File: config.mk
export PLATFORM = sky130hd
export DESIGN_NAME = aux_b_step5_cfg
export DESIGN_NICKNAME = d
export VERILOG_FILES = /design/src/common/aux_b_step5_pkg.sv /design/src/rtl/step5_decode.sv /design/src/rtl/aux_b_step5_cfg.sv
export SDC_FILE = /design/constraint.sdc
export NUM_CORES = 1
export LEC_CHECK = 0
export BUFFER_PORTS_ARGS = -buffer_cell sky130_fd_sc_hd__buf_2
export CORE_MARGIN = 5
export CORE_UTILIZATION = 40
export CTS_CLUSTER_DIAMETER = 200
export CTS_CLUSTER_SIZE = 12
export DETAILED_ROUTE_END_ITERATION = 6
export GPL_ROUTABILITY_DRIVEN = 0
export PLACE_DENSITY_LB_ADDON = 0.15
export SLEW_MARGIN = 10
export SYNTH_ARGS = -nofsm -noshare
export SYNTH_HDL_FRONTEND = slang
export SYNTH_HIERARCHICAL = 1
export SYNTH_SLANG_ARGS = --single-unit
export TNS_END_PERCENT = 50
File: constraint.sdc
create_clock -name i_core_clk -period 1.58 [get_ports i_core_clk]
set_input_delay 0.079 -clock i_core_clk [delete_from_list [all_inputs] [get_ports i_core_clk]]
set_output_delay 0.079 -clock i_core_clk [all_outputs]
set_load 0.005 [all_outputs]
File: src/common/aux_b_step5_pkg.sv
// package: register map, field layout and decode types for step-five config
package aux_b_step5_pkg;

  // ==========================================================
  // register map
  localparam logic [31:0] STEP5_CFG_INDEX  = 32'h0000_00D5;
  localparam logic [31:0] STEP5_CFG_ADDR   = 32'h0000_0354; // index times four
  localparam logic [15:0] STEP5_CFG_RESET  = 16'h0005;
  localparam logic [15:0] STEP5_CFG_WMASK  = 16'hE01F;      // reserved 12:5 not stored

  // ==========================================================
  // field positions
  localparam int ENABLE_POS   = 15;
  localparam int GAIN_HI      = 14;
  localparam int GAIN_LO      = 13;
  localparam int NEG_POS      = 4;
  localparam int POS_HI       = 3;
  localparam int POS_LO       = 0;

  // ==========================================================
  // positive select codes
  localparam logic [3:0] POS_EXT_LAST     = 4'h7;
  localparam logic [3:0] POS_TEMP_B       = 4'h8;
  localparam logic [3:0] POS_SHORT_GND    = 4'h9;
  localparam logic [3:0] POS_TEST_DAC_A   = 4'hA;
  localparam logic [3:0] POS_ANALOG_Q     = 4'hB;
  localparam logic [3:0] POS_IO_Q         = 4'hC;
  localparam logic [3:0] POS_HALF_MON     = 4'hD;
  localparam logic [3:0] POS_ANALOG_POWER_INPUT_DIV     = 4'hE;
  localparam logic [3:0] POS_DIGITAL_POWER_INPUT_DIV     = 4'hF;

  // gain multiplier as a plain factor
  localparam logic [2:0] GAIN_X1 = 3'h1;
  localparam logic [2:0] GAIN_X2 = 3'h2;
  localparam logic [2:0] GAIN_X4 = 3'h4;

  // negative input source
  typedef enum logic [1:0] {
    NEG_GROUND   = 2'b00,
    NEG_EXT_SEVN = 2'b01,
    NEG_AUTO     = 2'b10
  } neg_src_e;

  // decoded step settings as seen by the sequencer
  typedef struct packed {
    logic       enable;
    logic [2:0] gain;
    logic       pos_internal;
    logic [3:0] pos_code;
    logic [7:0] pos_onehot_ext;
    neg_src_e   neg_src;
  } step_cfg_s;

endpackage

File: src/rtl/step5_decode.sv
// step-five decode: turns stored fields into sequencer settings
`timescale 1ns/1ps
`default_nettype none
module step5_decode
  import aux_b_step5_pkg::*;
(
  // stored fields
  input  wire logic [15:0] i_cfg,
  // decoded settings
  output step_cfg_s        o_cfg
);

  // ==========================================================
  // field decode
  wire logic [1:0] gain_code = i_cfg[GAIN_HI:GAIN_LO];
  wire logic [3:0] pos_code  = i_cfg[POS_HI:POS_LO];
  wire logic       internal  = (pos_code > POS_EXT_LAST);
  wire logic       neg_bit   = i_cfg[NEG_POS];

  // 00 -> 1, 01 -> 2, 10 and 11 -> 4
  assign o_cfg.gain = (gain_code == 2'h0) ? GAIN_X1 :
                      (gain_code == 2'h1) ? GAIN_X2 : GAIN_X4;
  assign o_cfg.enable       = i_cfg[ENABLE_POS];
  assign o_cfg.pos_internal = internal;
  assign o_cfg.pos_code     = pos_code;
  // internal sources override the negative bit
  assign o_cfg.neg_src = internal ? NEG_AUTO :
                         (neg_bit ? NEG_EXT_SEVN : NEG_GROUND);

  // external input one-hot, empty for internal codes
  genvar g;
  generate
    for (g = 0; g < 8; g++) begin : g_ext
      assign o_cfg.pos_onehot_ext[g] = !internal && (pos_code[2:0] == 3'(g));
    end
  endgenerate

endmodule
`default_nettype wire

File: src/rtl/aux_b_step5_cfg.sv
// step-five configuration register of converter B sequencer, apb slave
//
// How it works
// - bit 15 enables step five
// - bits 14:13 gain 1, 2, 4, 4
// - bits 12:5 always read zero
// - bit 4 negative: ground or input seven
// - codes 0-7 pick external inputs 0-7
// - codes 8-F pick internal sources
// - internal codes ignore the negative bit
// - register at D5h resets to 0005h
`timescale 1ns/1ps
`default_nettype none
module aux_b_step5_cfg
  import aux_b_step5_pkg::*;
(
  // clock and reset
  input  wire logic        i_core_clk,
  input  wire logic        i_rst,
  // apb slave
  input  wire logic        i_psel,
  input  wire logic        i_penable,
  input  wire logic        i_pwrite,
  input  wire logic [31:0] i_paddr,
  input  wire logic [31:0] i_pwdata,
  input  wire logic [3:0]  i_pstrb,
  output logic      [31:0] o_prdata,
  output logic             o_pready,
  output logic             o_pslverr,
  // decoded step settings
  output logic             o_step_enable,
  output logic      [2:0]  o_step_gain,
  output logic      [3:0]  o_pos_code,
  output logic             o_pos_internal,
  output logic      [7:0]  o_pos_ext_onehot,
  output logic      [1:0]  o_neg_src
);

  // ==========================================================
  // state
  logic [15:0] cfg_ff;
  logic [31:0] prdata_ff;
  logic        pready_ff;
  logic        pslverr_ff;
  step_cfg_s   dec_ff;
  step_cfg_s   dec_w;

  // ==========================================================
  // bus decode
  wire logic        setup    = i_psel && !i_penable;
  wire logic        hit      = (i_paddr == STEP5_CFG_ADDR);
  wire logic        wr_take  = i_psel && i_penable && pready_ff && i_pwrite && hit;
  wire logic [15:0] lane_msk = {{8{i_pstrb[1]}}, {8{i_pstrb[0]}}} & STEP5_CFG_WMASK;
  wire logic [15:0] nxt_cfg  = (cfg_ff & ~lane_msk) | (i_pwdata[15:0] & lane_msk);
  wire logic [15:0] rd_view  = cfg_ff & STEP5_CFG_WMASK;

  // ==========================================================
  // stored configuration
  always_ff @(posedge i_core_clk) begin
    if (i_rst) begin
      cfg_ff <= STEP5_CFG_RESET;
    end else if (wr_take) begin
      cfg_ff <= nxt_cfg;
    end
  end

  // ==========================================================
  // apb answer: ready one cycle after setup, data registered
  always_ff @(posedge i_core_clk) begin
    if (i_rst) begin
      pready_ff  <= 1'b0;
      prdata_ff  <= 32'h0000_0000;
      pslverr_ff <= 1'b0;
    end else begin
      pready_ff  <= setup;
      pslverr_ff <= setup && !hit;
      prdata_ff  <= (setup && hit && !i_pwrite) ? {16'h0000, rd_view} : 32'h0000_0000;
    end
  end

  // ==========================================================
  // decode and register outputs
  step5_decode u_decode (
    .i_cfg (cfg_ff),
    .o_cfg (dec_w)
  );

  always_ff @(posedge i_core_clk) begin
    if (i_rst) begin
      dec_ff <= '{enable: 1'b0, gain: GAIN_X1, pos_internal: 1'b0,
                  pos_code: 4'h5, pos_onehot_ext: 8'h20, neg_src: NEG_GROUND};
    end else begin
      dec_ff <= dec_w;
    end
  end

  assign o_prdata         = prdata_ff;
  assign o_pready         = pready_ff;
  assign o_pslverr        = pslverr_ff;
  assign o_step_enable    = dec_ff.enable;
  assign o_step_gain      = dec_ff.gain;
  assign o_pos_code       = dec_ff.pos_code;
  assign o_pos_internal   = dec_ff.pos_internal;
  assign o_pos_ext_onehot = dec_ff.pos_onehot_ext;
  assign o_neg_src        = dec_ff.neg_src;
endmodule
`default_nettype wire

# --- After elaboration in Yosys (flattened, before gate mapping) ---
# Cells that the tools add are included.
word_totals:
  ff_bits: 69
  out_inout_bits: 53
classes:
  eq_ne: 9
  n_lt_le_gt_ge: 1
  mux: 3
  n_reduce_logical: 25
  bitwise_logic: 5
op_table:
  columns: ["cell", "count"]
  rows:
  - ["$and 16x16->16", 2]
  - ["$eq 32x10->1 const B", 1]
  - ["$logic_and 1x1->1", 16]
  - ["$not 16->16", 1]
  - ["$or 16x16->16", 1]
  - ["$eq 3x3->1 const B", 4]
  - ["$eq 3x2->1 const B", 2]
  - ["$reduce_or 2->1", 3]
  - ["$gt 4x3->1 const B", 1]
  - ["$logic_not 1->1", 4]
  - ["$eq 3x1->1 const B", 1]
  - ["$logic_not 3->1", 1]
  - ["$mux 3", 1]
  - ["$eq 2x1->1 const B", 1]
  - ["$logic_not 2->1", 1]
  - ["$mux 2", 1]
  - ["$mux 1", 1]
  - ["$not 1->1", 1]

# --- Longest topological paths before layout ---
# Gate-level depths: netlist of the first run.
depth:
  word_depth: 6
  mapped_depth: 4
  mapped_depth_nobuf: 4

# --- Cells and area by module ---
# Netlist of the first run, hierarchy kept.
modules_own_cells:
  columns: ["mod", "instances", "area_per_inst_um2", "seq_area_each_um2", "cells_per_inst"]
  rows:
  - ["aux_b_step5_cfg", 1, 1531.5, 740.7, 137]
  - ["step5_decode", 1, 177.7, 0.0, 21]

# --- Worst setup path before layout of the first run ---
# Ideal clock, no wire load.
synth_timing:
  path_type: "input -> register"
  from: "input i_paddr[11]"
  to: "register with a tool-made name"
  stages: 4
  n_path_buf: 0
  t_arrival_ns: 1.242
  required_time_ns: 1.508
  path_slack_ns: 0.267
  cell_sequence: "nor4bb_1 > nand4_2 > nor4_4 > mux2i_1"
synth_lines:
  columns: ["element", "line_no", "rtl"]
  rows:
  - ["start, declared", "aux_b_step5_cfg.sv:24", "input wire logic [31:0] i_paddr,"]

==> flow_summary.toml, run 1 <==
[clocking]
cts.clk_slew.worst_paths_ps = 70
cts_buffer_depth = 2
insertion_delay_ps = 280
clock_sinks = 37
cts_setup_buffers = 0
root_buffer = "clkbuf_8"
numCtsBuffers = 5
cts_tree = "done"
holdBufCountCts = 0
ctsResizeCount = 0
htreeDepth = 2

[routing]
viasPerCell = 4.23
first_pass_iters = 4
drc_errors = 0
final_antenna_net_count = 0
avgRoutedWirePerCell_um = 10.9
routed_wl_um = 3050
drtIter0Drc = 44
num_vias = 1180

[worst_setup_path]
worst-path-stages = 2
path_max_fanout = 14
path_delay_family = "flip-flops"
cp_slowest_cell = "dfxtp_1"
crit_path_max_incr_delay_ps = 550
crit_type = "reg2reg"
cp.buffers_inverters = 0
crit_chain = "and4bb_2, or2_2"
cp-end-kind = "flop"
critical_path_required_ps = 1750
cp.arrival_ps = 1360
reg2reg_depth = 2
cp-start-kind = "flop"

[synth]
synth_seq_cells = 37
synth_top_area_cell = "dfxtp_1"
yosys.cell_types.count = 25
synth_top_area_frac = 0.433
ys_seq_area_frac = 0.433
ys_warn_count = 6
synth_edf_count = 0
synthCells = 158
synthesis.area_mm2 = 0.00171
synthArstFlopShare = 0
synth_flop_cell = "dfxtp_1"
ys_top_cells_by_area = "dfxtp_1 43%, buf_4 14%, nor4_4 7.5%"
synth.avg_cell_area_um2 = 10.8

[hold_path]
hold_path_depth = 3
hold_class = "in2reg"

[floorplan]
dieHeight_um = 75.4
dieArea_mm2 = 0.00568
core_mm2 = 0.00406
start_util = 0.421
io_pins = 126
die_x_um = 75.4
fp-row-count = 23

[grt]
grt_overflow_total = 0
grt_busiest_layer = "met2"
globalRouteMet1Util = 0.130
grt_pass1_wl_um = 4800
grt_max_degree = 36
antenna_found_initial = 0
track_usage = 0.114
grt_use_met2 = 0.174
grt_util_met3 = 0.0462
grt_pass1_vias = 1153

[placement]
dp_hpwl_um = 2400
portBuffers = 75
placed_cell_area_mm2 = 0.00199

[cells_and_area]
nFillCells = 389
area_growth_pct = 21.7
layout.nets = 302
n_antenna_cell = 0
fin_area_mm2 = 0.00208
drive_gt1_frac = 0.463

[timing]
fin_crit_ps = 1200
fmax_mhz = 836
setup_viol = 0
grt_setup_unrepaired = "false"
skew_ps = 3.67
holdWs_ps = 47.5
finalCritPeriodShare = 0.757
fin_setup_tns_ps = 0
hold_viol_final = 0
slew_violations = 0

[power_and_ir_drop]
power.total_mw = 1.70
power.leakage_nw = 0.990
p_per_area_mw_per_mm2 = 815
vdd_ir_drop_max_mv = 0.285

[flow_run]
drv_cap = 0

[run_status]
status = "complete, no violations"
[routing by layer]
metal,up-vias,wire (µm)
met2,72,1380
li1,604,-
met4,0,76
met3,8,393
met1,496,1200
met5,-,0
[report_power, final]
| part | switching [mW] | total, mW | leakage (nW) | internal [mW] |
|---|---|---|---|---|
| logic | 0.0651 | 0.125 | 0.647 | 0.0599 |
| registers | 0.000935 | 0.936 | 0.298 | 0.935 |
| clock network | 0.290 | 0.635 | 0.0443 | 0.345 |
| total | 0.356 | 1.70 | 0.990 | 1.34 |
[final timing paths]
check         startpoint                  end  slack, ps
max                 flop  o_pos_ext_onehot[5]        380
min          i_pwdata[4]                 flop         50
max reg2reg         flop  o_pos_ext_onehot[5]        380
min reg2reg         flop                 flop        490
[cell usage in the layout (no fill, tap or decap)]
| cell type | count |
|---|---|
| nand4_4 | 1 |
| nor4_4 | 6 |
| nand4_2 | 1 |
| mux2i_1 | 8 |
| nor4b_2 | 2 |
| nand4_1 | 1 |
| buf_2 | 75 |
| nor2b_1 | 16 |
| inv_1 | 3 |
| nor4b_1 | 2 |
| and2b_2 | 1 |
| nand2_1 | 1 |
| clkbuf_8 | 6 |
| buf_4 | 3 |
| and4bb_2 | 4 |
| and4b_2 | 1 |
| and2_1 | 8 |
| nor4_1 | 1 |
| nor2_1 | 8 |
| dfxtp_1 | 37 |
| nor4_2 | 2 |
| conb_1 | 24 |
| clkbuf_1 | 1 |
| nand2b_1 | 12 |
| or2_2 | 4 |
| nor4bb_1 | 1 |
[area by class of cell]
cell class	count	area [µm²]	share of cell area
multi-input cells	104	781	0.375
flip-flops and latches	37	741	0.356
repair buffers	78	398	0.191
clock buffers	7	86.3	0.0415
well taps	50	62.6	0.0301
inverters	3	11.3	0.00542
[tightest hold or removal path: stages]
cell and delay, ps:
buf_2 90, nand2b_1 50, mux2i_1 60
[synth_stat cells (2+ instances only)]
cell type  instances
nand2b_1          12
inv_1              3
dfxtp_1           37
and4bb_2           4
nor4b_2            2
nor2_1             8
nor4_2             2
or2_2              4
mux2i_1            8
buf_4             31
nor4b_1            2
clkbuf_1           5
and2_1             8
nor4_4             6
nor2b_1           16
[per-stage QoR]
| stage | instances | util | setup slack, ps |
|---|---|---|---|
| floorplan | 181 | - | 267 |
| global placement | 272 | 0.491 | 116 |
| detailed placement | 272 | 0.491 | 118 |
| CTS | 279 | 0.512 | 354 |
| global route | 279 | 0.512 | 288 |
| finish | 279 | 0.512 | 384 |
[logic make-up after synthesis]
kind of cell           after synthesis  share of synthesized area
and+or+nand+nor                     72                      0.357
muxes                                8                     0.0469
buffers and inverters               40                      0.160
DFF                                 37                      0.433
other                                1                    0.00219
Power figures use the tool's default switching activity.
==> run 2: changes to the inputs <==
clock period = 1.22 ns   (was 1.58 ns; I/O delays follow)
==> run 2 against run 1 <==
First-iteration DRC count shrank 9.1%; wire length grew 4.6%; sequential share of layout area shrank 0.66 points; hold slack lost 20 ps; non-clock buffer count grew 3; cell area grew 2.0%; worst setup slack lost 300 ps; via count grew 1.7%; die area is the same; register-to-register slack lost 300 ps; clock power grew 26%; power grew 28%; largest cell class unchanged; largest power group unchanged.
==> flow_summary.toml, run 2 (synthesis results as in run 1) <==
[run_status]
status = "complete, no violations"

[cells_and_area]
final_common_cell = "buf_2"
layout_common_cells = "75 x buf_2, 36 x dfxtp_1, 24 x conb_1, 16 x nor2b_1, 12 x nand2b_1"
seqCellArea_um2 = 742
fin_cells = 283
nFillCells = 392
area_growth_pct = 24.2
n_antenna_cell = 0
drive_gt1_frac = 0.481
multiInputGateArea_um2 = 787
layout.nets = 305

[floorplan]
core_mm2 = 0.00406
io_pins = 126
die_x_um = 75.4
start_util = 0.421
dieHeight_um = 75.4
dieArea_mm2 = 0.00568
fp-row-count = 23

[clocking]
root_buffer = "clkbuf_8"
insertion_delay_ps = 280
numCtsBuffers = 5
cts_buffer_depth = 2
htreeDepth = 2
clock_sinks = 37
holdBufCountCts = 0
cts_tree = "done"
cts.clk_slew.worst_paths_ps = 70

[worst_setup_path]
crit_type = "reg2reg"
cp-start-kind = "flop"
critical_path_required_ps = 1440
cp.arrival_ps = 1350
cp-end-kind = "flop"
path_max_fanout = 5

[timing]
skew_ps = 3.22
grt_setup_unrepaired = "true"
fin_crit_ps = 1140
slew_violations = 0
finalCritPeriodShare = 0.931
hold_viol_final = 0
fmax_mhz = 880
setup_viol = 0
holdWs_ps = 27.5

[hold_path]
hold_class = "in2reg"

[placement]
dp_hpwl_um = 2500
place_inst = 275
portBuffers = 75

[power_and_ir_drop]
power.switching_uw = 491
p_seq_frac = 0.557
power.total_mw = 2.17
power.leakage_nw = 1.01
switching_share = 0.226
internal_power_mw = 1.68
p_per_area_mw_per_mm2 = 1020
comb_power_share = 0.075
pwr-share-clk = 0.368
vdd_ir_drop_max_mv = 0.399

[grt]
grt_pass1_wl_um = 5050
track_usage = 0.119
grt_overflow_total = 0
grt_pass1_vias = 1156
grt_max_degree = 36
antenna_found_initial = 0

[routing]
drc_errors = 0
drtIter0Drc = 40
num_vias = 1200
final_antenna_net_count = 0
avgRoutedWirePerCell_um = 11.3
viasPerCell = 4.24
routed_wl_um = 3190
first_pass_iters = 2

[flow_run]
drv_cap = 0
run 2: cell count changes in the layout (fill, tap and decap cells not counted):
| cell | before | now |
|---|---|---|
| nor4bb_2 | 0 | 1 |
| buf_12 | 0 | 1 |
| clkinv_2 | 0 | 2 |
| dfxtp_2 | 0 | 1 |
| buf_6 | 0 | 1 |
| clkbuf_8 | 6 | 5 |
| dfxtp_1 | 37 | 36 |
| buf_4 | 3 | 4 |
| nor4bb_1 | 1 | 0 |
run 2: worst paths after layout:
check	from	to	slack, ps	depth (start not counted)
min	i_pwdata[3]	flop	30	3
min reg2reg	flop	flop	490	2
max reg2reg	o_pready	flop	80	4
max	o_pready	flop	80	4
run 2: area by class of cell:
| type | instances | share of cell area |
|---|---|---|
| Inverter | 3 | 0.00531 |
| Clock buffer | 6 | 0.0342 |
| Tap cell | 50 | 0.0295 |
| Sequential cell | 37 | 0.350 |
| Clock inverter | 2 | 0.00472 |
| Multi-Input combinational cell | 104 | 0.371 |
| Timing Repair Buffer | 81 | 0.206 |
run 2: metal layers:
metal  share of wire  routed length, µm  up-vias  track usage
met1            0.37               1160      504        0.128
met2            0.47               1500       70        0.192
met3            0.13                419       10       0.0435
met4           0.031                100        0       0.0854
li1                -                  -      616            -
met5               0                  0        -            0
run 2: stage by stage:
step	setup WS (ps)	TNS [ps]	util	area [µm²]
floorplan	-49.7	-249	-	1800
global placement	-183	-2530	0.501	2030
detailed placement	-187	-2500	0.501	2030
CTS	15.9	0	0.522	2120
global route	-19.3	-43.9	0.523	2120
finish	84.2	0	0.523	2120
run 2: timing repair:
| item | CTS | global route |
|---|---|---|
| endpoints found under the setup margin | 0 | 8 |
| hold endpoints to repair | 0 | 0 |
| resized for setup | 0 | 2 |
| setup buffers | 0 | 0 |
run 2: power groups by stage:
| stage | logic [mW] | clock network [mW] | registers [mW] |
|---|---|---|---|
| floorplan | 0.117 | 0 | 1.24 |
| global placement | 0.161 | 0 | 1.24 |
| detailed placement | 0.162 | 0 | 1.24 |
| CTS | 0.163 | 0.845 | 1.21 |
| global route | 0.183 | 0.875 | 1.21 |
| finish | 0.163 | 0.801 | 1.21 |
run 2: worst max-delay path: stages (launching register included):
cell	delay [ps]
dfxtp_2	320
nand4_1	200
nor4_4	210
buf_6	160
mux2i_1	180
==> run 3: changes to the inputs <==
PLACE_DENSITY = 0.8   (was unset)
PLACE_DENSITY_LB_ADDON = unset   (was 0.15)
==> run 3 against run 2 <==
Flip-flop and latch count stayed put; cell area is 0.77% higher; core utilization is 0.40 points higher; sequential power hardly changed; clock-buffer cell count stayed put; critical path type unchanged; cell count is 0.35% higher; sequential share of layout area is 0.27 points lower; via count is 1.2% higher; register-to-register slack hardly changed; global-route usage is 0.31 points higher.
==> flow_summary.toml, run 3 (synthesis results as in run 1) <==
[run_status]
status = "complete, no violations"

[routing]
avgRoutedWirePerCell_um = 11.9
drc_errors = 0
num_vias = 1214
drtIter0Drc = 41
first_pass_iters = 2
routed_wl_um = 3390
final_antenna_net_count = 0
viasPerCell = 4.27

[timing]
grt_setup_unrepaired = "true"
holdWs_ps = 33.3
slew_violations = 0
skew_ps = 7.38
setup_ws_ps = 72.0
hold_viol_final = 0
finalCritPeriodShare = 0.941
setup_viol = 0
fmax_mhz = 871
fin_crit_ps = 1150

[floorplan]
dieArea_mm2 = 0.00568
dieHeight_um = 75.4
start_util = 0.421
core_mm2 = 0.00406
die_x_um = 75.4
io_pins = 126
fp-row-count = 23

[cells_and_area]
n_antenna_cell = 0
area_growth_pct = 25.1
nFillCells = 381
fin_cells = 284
drive_gt1_frac = 0.483
layout_common_cells = "73 x buf_2, 36 x dfxtp_1, 24 x conb_1, 16 x nor2b_1, 12 x nand2b_1"
final_common_cell = "buf_2"
layout.nets = 306

[worst_setup_path]
cp.arrival_ps = 1350
rrSetupSlack_ps = 70
cp-start-kind = "flop"
reg2reg_from = "o_pready"
critical_path_required_ps = 1430
crit_type = "reg2reg"
path_max_fanout = 5
reg2reg_depth = 4
cp-end-kind = "flop"

[grt]
grt_overflow_total = 0
track_usage = 0.122
grt_pass1_vias = 1195
grt_pass1_wl_um = 5240
grt_max_degree = 36
antenna_found_initial = 0

[flow_run]
drv_cap = 0

[power_and_ir_drop]
p_seq_frac = 0.560
switching_share = 0.219
power.leakage_nw = 1.02
comb_power_share = 0.080
p_per_area_mw_per_mm2 = 1010
vdd_ir_drop_max_mv = 0.523
internal_power_mw = 1.69
power.switching_uw = 475
pwr-share-clk = 0.360

[clocking]
holdBufCountCts = 0
htreeDepth = 2
clock_sinks = 37
cts.clk_slew.worst_paths_ps = 70
cts_buffer_depth = 2
root_buffer = "clkbuf_8"
insertion_delay_ps = 280
numCtsBuffers = 5
cts_tree = "done"

[placement]
portBuffers = 75
dp_slack_ps = -242
dp_hpwl_um = 2670
place_inst = 275

[hold_path]
min-delay-start = "i_pwdata[4]"
hold_path_depth = 3
hold_class = "in2reg"
run 3: cell types whose count changed in the layout (fill, tap and decap cells not counted):
| cell | change |
|---|---|
| buf_2 | -2 |
| nor4b_2 | -1 |
| buf_4 | +2 |
| buf_6 | +2 |
| buf_12 | -1 |
| nor4b_4 | +1 |
run 3: power by group through the flow:
| stage | Sequential (mW) | Combinational, mW | Clock (mW) |
|---|---|---|---|
| 2_1_floorplan | 1.24 | 0.117 | 0 |
| 3_3_place_gp | 1.24 | 0.159 | 0 |
| 3_5_place_dp | 1.24 | 0.164 | 0 |
| 4_1_cts | 1.21 | 0.165 | 0.817 |
| 5_1_grt | 1.21 | 0.193 | 0.854 |
| 6_report | 1.21 | 0.174 | 0.779 |
run 3: timing repair:
| item | CTS | global route |
|---|---|---|
| setup buffers | 0 | 1 |
| gates resized for setup | 0 | 6 |
| setup endpoints to repair | 0 | 8 |
run 3: layout make-up:
cell class | instances | area (µm²) | share of cell area
inverters | 3 | 11.3 | 0.00527
flip-flops and latches | 37 | 742 | 0.347
clock inverters | 2 | 10.0 | 0.00468
multi-input cells | 104 | 796 | 0.372
well taps | 50 | 62.6 | 0.0293
clock buffers | 6 | 72.6 | 0.0339
repair buffers | 82 | 444 | 0.208
run 3: through the flow:
stage / setup TNS [ps] / util / power, mW / cell area (µm²)
floorplan: -249 / - / 1.36 / 1800
global placement: -2060 / 0.498 / 1.40 / 2020
detailed placement: -2880 / 0.498 / 1.40 / 2020
CTS: 0 / 0.519 / 2.19 / 2100
global route: -256 / 0.527 / 2.26 / 2140
finish: 0 / 0.527 / 2.16 / 2140
run 3: how the worst max path moves through the flow:
stage	from	end	slack, ps
final	o_pready	flop	70
after floorplan	i_paddr[18]	flop	-50
after detailed placement	i_paddr[18]	flop	-240
after global routing	i_paddr[11]	flop	-60
after CTS	o_pready	flop	7
after global placement	i_paddr[25]	flop	-160
run 3: layer usage:
metal,up-vias,part of all wire,GRT usage,routed length [µm]
li1,615,-,-,-
met1,531,0.35,0.124,1200
met2,61,0.52,0.227,1760
met3,7,0.11,0.0501,389
met4,0,0.012,0.0369,42
met5,-,0,0,0
run 3: critical path, stage by stage, from the launching register on:
cell     delay [ps]
dfxtp_2         330
nand4_1         190
nor4_4          210
buf_6           170
mux2i_1         190
